**config.mk**
```make
export PLATFORM = sky130hd
export DESIGN_NAME = ppfs_top
export DESIGN_NICKNAME = d
export VERILOG_FILES = /design/src/verilog/ppfs_pkg.sv /design/src/verilog/ppfs_top.sv
export SDC_FILE = /design/constraint.sdc
export NUM_CORES = 1
export LEC_CHECK = 0
export BUFFER_PORTS_ARGS = -buffer_cell sky130_fd_sc_hd__buf_2
export CORE_AREA = 2 2 289 291
export CTS_BUF_LIST = sky130_fd_sc_hd__clkbuf_4 sky130_fd_sc_hd__clkbuf_8 sky130_fd_sc_hd__clkbuf_16
export CTS_CLUSTER_DIAMETER = 120
export DETAILED_ROUTE_END_ITERATION = 7
export DIE_AREA = 0 0 291 293
export SETUP_SLACK_MARGIN = 0.05
export SKIP_LAST_GASP = 1
export SLEW_MARGIN = 5
export SYNTH_ARGS = -nofsm -noshare
export SYNTH_HDL_FRONTEND = slang
export SYNTH_SLANG_ARGS = --single-unit
```
**constraint.sdc**
```tcl
create_clock -name mclk -period 3.55 [get_ports mclk]
set_clock_uncertainty 0.1 [all_clocks]
set_input_delay 0.355 -clock mclk [delete_from_list [all_inputs] [get_ports mclk]]
set_output_delay 0.355 -clock mclk [all_outputs]
set_load 0.01 [all_outputs]
```
**src/verilog/ppfs_pkg.sv**
```systemverilog
// constants, layouts and routing tables for the port pin function selector
// Function
// RULE1 - select code zero leaves pin high impedance
// RULE2 - interrupt select bit drives assigned interrupt input
// RULE3 - port 9 analog bit connects converter input
// RULE4 - port 9 pin 0 feeds converter channel 108
// RULE5 - P8.3: timer 4C at 01, DMA ack at 18
// RULE6 - P8.3: ch10 clock, ch010 clock, ch010 flow
// RULE7 - P8.6: ch10 receive, ch010 receive
// RULE8 - P8.7: SD data2 alt, ch010 transmit
// RULE9 - PA1: ch12 clock, SPI select2, card detect
// RULE10 - PA2: ch12 receive, SD write protect
// RULE11 - PA4: ch12 transmit at code 0c
// RULE12 - PA6: ch12 flow select, SPI master out
// RULE13 - port A pins map to fixed interrupt inputs
// RULE14 - PB0/PB1: ch4 and ch6 receive/transmit
// RULE15 - PB4: ch9, ch11, ch011 flow, driver enable
// RULE16 - PB5-7: ch011 and ch11 clock/receive/transmit
// RULE17 - PB3: timer 0A, 4A, 8-bit out, OUTPUT_DISABLE_INPUT_11
// RULE18 - unassigned codes route nothing to pin
// RULE19 - registers read/write, reset to all zero
package ppfs_pkg;

  localparam int NPIN = 23;
  localparam int NSLOT = 6;
  localparam int NIRQ = 16;

  // pin indices, also the register word index (byte address = 4 * index)
  localparam int P83 = 0;
  localparam int P86 = 1;
  localparam int P87 = 2;
  localparam int P90 = 3;
  localparam int PA0 = 7;
  localparam int PB0 = 15;
  localparam int P9_COUNT = 4;

  localparam int ADDR_W = 5;
  localparam logic [ADDR_W-1:0] LAST_ADDR = 5'h16;

  localparam logic [5:0] CODE_HIZ = 6'h00;
  localparam logic [7:0] CFG_RESET = 8'h00;

  // register layout: bit 7 analog select, bit 6 interrupt select, 5:0 function select
  typedef struct packed {
    logic analog_input_select;
    logic interrupt_input_select;
    logic [5:0] psel;
  } ppfs_cfg_s;

  typedef struct packed {
    logic [NSLOT-1:0] out;
    logic [NSLOT-1:0] oe;
  } ppfs_fn_drive_s;

  typedef logic [5:0] ppfs_code_t;

  // per pin, the code that selects each peripheral slot; CODE_HIZ marks an empty slot
  localparam ppfs_code_t FS_CODE [NPIN][NSLOT] = '{
    '{6'h01, 6'h0a, 6'h0b, 6'h18, 6'h2c, 6'h2d}, // P83
    '{6'h03, 6'h08, 6'h0a, 6'h2c, 6'h00, 6'h00}, // P86
    '{6'h03, 6'h08, 6'h0a, 6'h1a, 6'h2c, 6'h00}, // P87
    '{6'h00, 6'h00, 6'h00, 6'h00, 6'h00, 6'h00}, // P90
    '{6'h00, 6'h00, 6'h00, 6'h00, 6'h00, 6'h00}, // P91
    '{6'h00, 6'h00, 6'h00, 6'h00, 6'h00, 6'h00}, // P92
    '{6'h00, 6'h00, 6'h00, 6'h00, 6'h00, 6'h00}, // P93
    '{6'h01, 6'h03, 6'h06, 6'h07, 6'h08, 6'h0e}, // PA0
    '{6'h01, 6'h0a, 6'h0c, 6'h0e, 6'h31, 6'h00}, // PA1
    '{6'h08, 6'h0a, 6'h0c, 6'h0e, 6'h31, 6'h00}, // PA2
    '{6'h01, 6'h02, 6'h03, 6'h04, 6'h06, 6'h0a}, // PA3
    '{6'h01, 6'h05, 6'h0a, 6'h0c, 6'h0d, 6'h0e}, // PA4
    '{6'h03, 6'h06, 6'h08, 6'h0d, 6'h0e, 6'h00}, // PA5
    '{6'h07, 6'h0b, 6'h0c, 6'h0d, 6'h0e, 6'h00}, // PA6
    '{6'h03, 6'h06, 6'h0d, 6'h0e, 6'h00, 6'h00}, // PA7
    '{6'h01, 6'h03, 6'h06, 6'h0a, 6'h0b, 6'h00}, // PB0
    '{6'h01, 6'h02, 6'h05, 6'h0a, 6'h0b, 6'h00}, // PB1
    '{6'h03, 6'h04, 6'h06, 6'h0a, 6'h0b, 6'h00}, // PB2
    '{6'h01, 6'h02, 6'h05, 6'h07, 6'h0a, 6'h0b}, // PB3
    '{6'h03, 6'h06, 6'h0b, 6'h24, 6'h2c, 6'h2e}, // PB4
    '{6'h01, 6'h05, 6'h0a, 6'h24, 6'h2c, 6'h00}, // PB5
    '{6'h01, 6'h03, 6'h0a, 6'h24, 6'h2c, 6'h00}, // PB6
    '{6'h01, 6'h03, 6'h0a, 6'h24, 6'h2c, 6'h00}  // PB7
  };

  // interrupt routing: valid flag, input number, deep-standby flag
  localparam logic [NPIN-1:0] IRQ_HAS = 23'h7fff80;
  localparam logic [NPIN-1:0] IRQ_DS = 23'h010c00;
  localparam logic [3:0] IRQ_NUM [NPIN] = '{
    4'h0, 4'h0, 4'h0, 4'h0, 4'h0, 4'h0, 4'h0,
    4'h0, 4'hb, 4'ha, 4'h6, 4'h5, 4'h5, 4'he, 4'h7,
    4'hc, 4'h4, 4'h2, 4'h3, 4'h4, 4'hd, 4'h6, 4'hf
  };

endpackage : ppfs_pkg

```
**src/verilog/ppfs_top.sv**
```systemverilog
// port pin function selector: registers, per-pin routing, interrupt and analog select
`timescale 1ns/1ps
module ppfs_top
  import ppfs_pkg::*;
(
  // clock and reset
  input wire logic mclk,
  input wire logic rst_n,
  // avalon-mm register slave
  input wire logic [ADDR_W-1:0] avs_address,
  input wire logic avs_read,
  input wire logic avs_write,
  input wire logic [31:0] avs_writedata,
  input wire logic [3:0] avs_byteenable,
  output logic [31:0] avs_readdata,
  output logic avs_waitrequest,
  // pads
  input wire logic [NPIN-1:0] pad_in,
  output logic [NPIN-1:0] pad_out,
  output logic [NPIN-1:0] pad_oe,
  // peripheral side, per pin and slot
  input wire ppfs_fn_drive_s fn_drive [NPIN],
  output logic [NSLOT-1:0] fn_sel [NPIN],
  output logic [NSLOT-1:0] fn_in [NPIN],
  // interrupt inputs and analog connections
  output logic [NIRQ-1:0] irq_req,
  output logic [NIRQ-1:0] irq_ds_req,
  output logic [P9_COUNT-1:0] analog_connect,
  output logic analog_channel_108
);

  // ==========================================================
  // register bus
  ppfs_cfg_s cfg_r [NPIN];
  logic ack_r;
  logic bus_req;
  logic addr_ok;
  logic [31:0] rdata_nxt;

  assign bus_req = avs_read | avs_write;
  assign addr_ok = avs_address <= LAST_ADDR;
  // one wait state: the answer comes at the second edge of every access
  assign avs_waitrequest = bus_req & ~ack_r;

  always_ff @(posedge mclk or negedge rst_n) begin
    if (!rst_n) begin
      ack_r <= 1'b0;
    end else begin
      ack_r <= bus_req & ~ack_r;
    end
  end

  always_comb begin
    rdata_nxt = 32'h0000_0000;
    if (addr_ok) begin
      rdata_nxt = {24'h00_0000, cfg_r[avs_address]}; // [RULE19]
    end
  end

  always_ff @(posedge mclk or negedge rst_n) begin
    if (!rst_n) begin
      avs_readdata <= 32'h0000_0000;
    end else if (avs_read && !ack_r) begin
      avs_readdata <= rdata_nxt;
    end
  end

  // ==========================================================
  // pin configuration registers
  genvar gp;
  generate
    for (gp = 0; gp < NPIN; gp++) begin : g_cfg
      always_ff @(posedge mclk or negedge rst_n) begin
        if (!rst_n) begin
          cfg_r[gp] <= CFG_RESET; // [RULE19]
        end else if (avs_write && ack_r && avs_byteenable[0] && avs_address == gp) begin
          cfg_r[gp] <= avs_writedata[7:0]; // [RULE19]
        end
      end
    end
  endgenerate

  // ==========================================================
  // pad input synchroniser; only the second stage is looked at
  logic [NPIN-1:0] pad_s1_r;
  logic [NPIN-1:0] pad_s2_r;

  always_ff @(posedge mclk or negedge rst_n) begin
    if (!rst_n) begin
      pad_s1_r <= '0;
      pad_s2_r <= '0;
    end else begin
      pad_s1_r <= pad_in;
      pad_s2_r <= pad_s1_r;
    end
  end

  // ==========================================================
  // per-pin function decode and pad drive
  logic [NSLOT-1:0] sel_nxt [NPIN];
  logic [NPIN-1:0] analog_on;

  generate
    for (gp = 0; gp < NPIN; gp++) begin : g_pin
      // analog use only exists on port 9
      if (gp >= P90 && gp < P90 + P9_COUNT) begin : g_an
        assign analog_on[gp] = cfg_r[gp].analog_input_select; // [RULE3]
      end else begin : g_noan
        assign analog_on[gp] = 1'b0;
      end

      // code zero and unassigned codes hit no slot, so the pad stays undriven
      always_comb begin
        for (int s = 0; s < NSLOT; s++) begin
          sel_nxt[gp][s] = (FS_CODE[gp][s] != CODE_HIZ) &&
                           (cfg_r[gp].psel == FS_CODE[gp][s]) &&
                           !analog_on[gp]; // [RULE1] [RULE18] [RULE5] [RULE6] [RULE7] [RULE8]
        end
      end

      always_ff @(posedge mclk or negedge rst_n) begin
        if (!rst_n) begin
          fn_sel[gp] <= '0;
          fn_in[gp] <= '0;
          pad_out[gp] <= 1'b0;
          pad_oe[gp] <= 1'b0;
        end else begin
          fn_sel[gp] <= sel_nxt[gp]; // [RULE9] [RULE10] [RULE11] [RULE12] [RULE14]
          fn_in[gp] <= sel_nxt[gp] & {NSLOT{pad_s2_r[gp]}}; // [RULE15] [RULE16] [RULE17]
          pad_out[gp] <= |(sel_nxt[gp] & fn_drive[gp].out);
          pad_oe[gp] <= |(sel_nxt[gp] & fn_drive[gp].oe); // [RULE1]
        end
      end
    end
  endgenerate

  // ==========================================================
  // interrupt input routing
  logic [NIRQ-1:0] irq_nxt;
  logic [NIRQ-1:0] irq_ds_nxt;

  always_comb begin
    irq_nxt = '0;
    irq_ds_nxt = '0;
    for (int p = 0; p < NPIN; p++) begin
      if (IRQ_HAS[p] && cfg_r[p].interrupt_input_select) begin // [RULE2]
        if (IRQ_DS[p]) begin
          irq_ds_nxt[IRQ_NUM[p]] = irq_ds_nxt[IRQ_NUM[p]] | pad_s2_r[p]; // [RULE13]
        end else begin
          irq_nxt[IRQ_NUM[p]] = irq_nxt[IRQ_NUM[p]] | pad_s2_r[p]; // [RULE13]
        end
      end
    end
  end

  always_ff @(posedge mclk or negedge rst_n) begin
    if (!rst_n) begin
      irq_req <= '0;
      irq_ds_req <= '0;
    end else begin
      irq_req <= irq_nxt;
      irq_ds_req <= irq_ds_nxt;
    end
  end

  // ==========================================================
  // analog converter connections
  always_ff @(posedge mclk or negedge rst_n) begin
    if (!rst_n) begin
      analog_connect <= '0;
      analog_channel_108 <= 1'b0;
    end else begin
      analog_connect <= analog_on[P90 +: P9_COUNT]; // [RULE3]
      analog_channel_108 <= analog_on[P90]; // [RULE4]
    end
  end

  // ==========================================================
  // assertions
  a_wait_first: assert property (@(posedge mclk) disable iff (!rst_n)
    (bus_req && !ack_r) |-> avs_waitrequest) // [RULE19]
    else $error("first access cycle not stalled");

  a_wait_release: assert property (@(posedge mclk) disable iff (!rst_n)
    avs_waitrequest |=> !avs_waitrequest) // [RULE19]
    else $error("waitrequest held past one cycle");

  a_write_read_back: assert property (@(posedge mclk) disable iff (!rst_n)
    (avs_write && ack_r && avs_byteenable[0] && avs_address == 5'h00)
      |=> cfg_r[P83] == $past(avs_writedata[7:0])) // [RULE19]
    else $error("write did not store");

  a_hiz_zero: assert property (@(posedge mclk) disable iff (!rst_n)
    (cfg_r[P83].psel == CODE_HIZ) |=> (!pad_oe[P83] && fn_sel[P83] == '0)) // [RULE1]
    else $error("zero code drove pad");

  a_dma_ack_slot: assert property (@(posedge mclk) disable iff (!rst_n)
    (cfg_r[P83].psel == FS_CODE[P83][3]) |=> fn_sel[P83] == 6'h08) // [RULE5]
    else $error("dma ack slot not selected");

  a_sel_onehot: assert property (@(posedge mclk) disable iff (!rst_n)
    $onehot0(fn_sel[PB0 + 4])) // [RULE18]
    else $error("more than one function selected");

  a_reserved_code: assert property (@(posedge mclk) disable iff (!rst_n)
    (cfg_r[PA0 + 6].psel == 6'h3f) |=> fn_sel[PA0 + 6] == '0) // [RULE18]
    else $error("reserved code routed a function");

  a_irq_pa7: assert property (@(posedge mclk) disable iff (!rst_n)
    (cfg_r[PA0 + 7].interrupt_input_select && pad_s2_r[PA0 + 7]) |=> irq_req[7]) // [RULE13]
    else $error("pa7 interrupt not routed");

  a_irq_gate: assert property (@(posedge mclk) disable iff (!rst_n)
    !cfg_r[PA0 + 1].interrupt_input_select |=> !irq_req[11]) // [RULE2]
    else $error("interrupt seen without select");

  a_adc_108: assert property (@(posedge mclk) disable iff (!rst_n)
    cfg_r[P90].analog_input_select |=> (analog_channel_108 && !pad_oe[P90])) // [RULE4]
    else $error("channel 108 not connected");

  c_write_cycle: cover property (@(posedge mclk) disable iff (!rst_n)
    avs_write ##1 (avs_write && !avs_waitrequest));
  c_read_cycle: cover property (@(posedge mclk) disable iff (!rst_n)
    avs_read ##1 (avs_read && !avs_waitrequest));
  c_pad_driven: cover property (@(posedge mclk) disable iff (!rst_n) pad_oe[PB0 + 3]);
  c_ds_irq: cover property (@(posedge mclk) disable iff (!rst_n) irq_ds_req[5]);

endmodule : ppfs_top

```
==> out/summary.txt <==
Worst vdd ir: 0.360 mV
Area post-placement: 23800 um^2
Setup TNS: 0 ns
Top-area cell type share of the netlist area: 59.7%
Slew HR: 30.0%
Reg power frac: 44.6%
Internal power: 10200 uW
Fill count: 8202
Worst-path clk slew: 0.06 ns
Largest net degree at the start of global routing: 83
Area growth syn-to-layout: 32.0%
Post-Syn Area: 20400 um^2
Leak pwr: 0.0139 uW
Cell repeated most along the worst path: dlygate4sd3_1
R2R depth: 6
Crit path depth: 6
GR met3 Demand/Resource: 2.97%
Top-count cell post-synth: dfrtp_1
Net Sw Frac: 25.5%
Comb pwr share: 9.7%
Worst-Skew Late Latency: 0.63 ns
# resized after CTS: 0
DRC: 0
Max clock buf depth: 3
Met1 usage: 17.6%
Crit-path max cell delay: 0.66 ns
Post-DP HPWL: 45.3 mm
Final Hold Slack: 0.0537 ns
Fin crit period: 3.19 ns
Initial Util: 24.9%
Worst Path Arrival: 3.63 ns
CP Cell Sequence: or3_1, nor4b_1, a222oi_1, dlygate4sd3_1, nand2_1, dlygate4sd3_1
Die height: 293 um
Crit end category: flip-flop
Worst endpoint required time: 3.99 ns
Sink Count: 487
Core area: 81800 um^2
GP Congestion: 0.889
Tot GR Track Use: 14.1%
WL final: 61.8 mm
Sw power: 3490 uW
Layout Nets: 2526
TritonRoute pass-1 iters: 7
Die X: 291 um
Worst r2r src: cfg_r[85]$_DFFE_PN0P_
RSZ-0062 raised after global routing: no
Period utilization: 89.8%
Final Hold Fails: 0
Number of flops mapped to enable cells by yosys: 0
Area occupied by multi-input gates: 7380 um^2
CP max stage cell: nor4b_1
Die area: 85300 um^2
Grt total ovfl: 0
Num rows: 105
Vias in the first global route: 14800
Pre-CTS setup slack: 0.728 ns
Worst hold endpoint: pad_out[22]$_DFF_PN0_
DR WL/cell: 18.7 um
Clock power frac: 45.7%
Reg-to-reg endpoint: pad_oe[12]$_DFF_PN0_
CTS Buf Count: 56
Outcome: completed
Crit path max-delay family: buffers and inverters
Post-synthesis sequential area ratio: 59.7%
Detail Route Antenna Nets: 0
Top FF cell, synth: dfrtp_1
I/O Buffers: 500
Antenna violations before repair: 2
WS Path Type: reg -> reg
Measured slew at the worst slew-check pin: 1.04 ns
H-tree Lvls: 2
Post-Synthesis Cells: 1553
CTS tree: built
Hold Path Class: in -> reg
GR Layer Usage met2: 24.4%
Power per cell area: 509 nW/um^2
Reg2reg setup slack: 0.36 ns
Synth area leaders: dfrtp_1, mux2_2, buf_4, mux2i_1, and2_1
Fin worst setup slack: 0.363 ns
Vias: 14300
Worst Hold Depth: 4
Beginning of the worst hold path: fn_drive[9]
First-pass GRT wire length: 92.2 mm
Synth warnings: 0
Fmax: 0.314 GHz
Final Cell Area: 26900 um^2
Count of final setup violators: 0
Max_cap viols: 0
Via density: 4.34
Power, Total: 13700 uW
Synth cell types: 62
Max Slew Vio Count: 0
Critical Path Fanout Max: 4
Synth cell count leaders: dfrtp_1, mux2_2, buf_4
Largest area contributor in the netlist: dfrtp_1
Crit path buf inv count: 2
Post-synth ARST share: 100%
Syn Area/Cell: 13.1 um^2
Initial DRC count: 584
Critical Path Start Type: flip-flop
CTS Root Cell: clkbuf_16
FF+latch count, synth: 487
FF+latch area: 12200 um^2
Share of post-route cells with drive strength above 1: 39.4%
Top Usage Layer GRT: met2
Boundary pin count: 736
sequential cells by signal (all words and copies together), names as in the netlist, 8 cells and up:
| signal | flops |
|---|---|
| cfg_r | 180 |
| pad_oe | 19 |
| fn_sel | 99 |
| irq_req | 13 |
| fn_in | 99 |
| pad_out | 19 |
| pad_s2_r | 19 |
| pad_s1_r | 19 |
| avs_readdata | 8 |
tightest hold or removal path: stages:
cell,delay [ns]
buf_2,0.08
mux2i_1,0.05
o22ai_1,0.15
a21o_1,0.11
kinds of logic after synthesis:
family                 after synthesis  share of synthesized area, %
flip-flops                         487                          59.7
AND/OR/NAND/NOR                    428                          12.0
other                                1                        0.0184
AO/OA/AOI/OAI                      132                          5.08
buffers and inverters              212                          6.41
multiplexers                       293                          16.7
layout by cell type, fill, tap and decap left out, types with 6 or more instances in the layout:
master and n:
nor2b_1 13, buf_2 498, nor3b_1 8, mux2_2 203, buf_4 24, o2bb2ai_1 7
inv_1 18, conb_1 126, nor2_1 60, o221ai_1 6, nand2_1 71, nor4_1 18
nor3_1 31, a221oi_1 6, nor4b_1 11, dfrtp_1 487, o21ai_0 15, nand4b_1 6
bufinv_16 8, nand2b_1 13, nor2_2 8, mux2i_1 71, dlygate4sd3_1 111, a31oi_1 8
nand3_1 16, and3_1 36, a22oi_1 38, clkbuf_16 56, clkbuf_8 11, and2_1 92
clkinv_2 10, a221o_1 10, mux4_2 18, a222oi_1 12
through the flow:
step	util [%]	cells
finish	32.9	3301
global route	32.9	3299
CTS	32.9	3298
detailed placement	29.0	3083
global placement	29.0	3083
floorplan	-	1678
how the worst max path moves through the flow:
stage / slack [ns] / endpoint / startpoint
2_1_floorplan: 1.50 / cfg_r[168]$_DFFE_PN0P_ / avs_address[1]
3_3_place_gp: 0.74 / cfg_r[26]$_DFFE_PN0P_ / avs_address[4]
3_5_place_dp: 0.73 / cfg_r[27]$_DFFE_PN0P_ / avs_address[4]
4_1_cts: 0.41 / pad_oe[12]$_DFF_PN0_ / cfg_r[85]$_DFFE_PN0P_
5_1_grt: 0.19 / pad_oe[20]$_DFF_PN0_ / cfg_r[20]$_DFFE_PN0P_
6_report: 0.36 / pad_oe[12]$_DFF_PN0_ / cfg_r[85]$_DFFE_PN0P_
power by group through the flow:
stage | registers (uW) | clock network, uW | logic (uW)
5_1_grt | 6160 | 6670 | 1460
6_report | 6120 | 6270 | 1320
3_5_place_dp | 6220 | 0 | 1240
4_1_cts | 6120 | 6470 | 1340
2_1_floorplan | 6120 | 0 | 759
3_3_place_gp | 6210 | 0 | 1230
per-layer routing:
| metal | up-vias | wire length, um |
|---|---|---|
| met5 | - | 13 |
| met4 | 2 | 1670 |
| met3 | 96 | 3230 |
| met2 | 416 | 30600 |
| met1 | 7225 | 26300 |
| li1 | 6578 | - |
layout make-up:
class | instances | area share (%)
Antenna cell | 3 | 0.0279
Clock buffer | 71 | 5.88
Clock inverter | 33 | 1.71
Inverter | 19 | 0.265
Multi-Input combinational cell | 979 | 27.4
Sequential cell | 487 | 45.3
Tap cell | 1070 | 4.97
Timing Repair Buffer | 639 | 14.5
timing repair:
item	CTS	global route
buffers inserted	0	0
hold buffers	111	0
endpoints found under the setup margin	0	0
hold endpoints to repair	128	0
No activity file was read; power rests on OpenSTA's default activity.
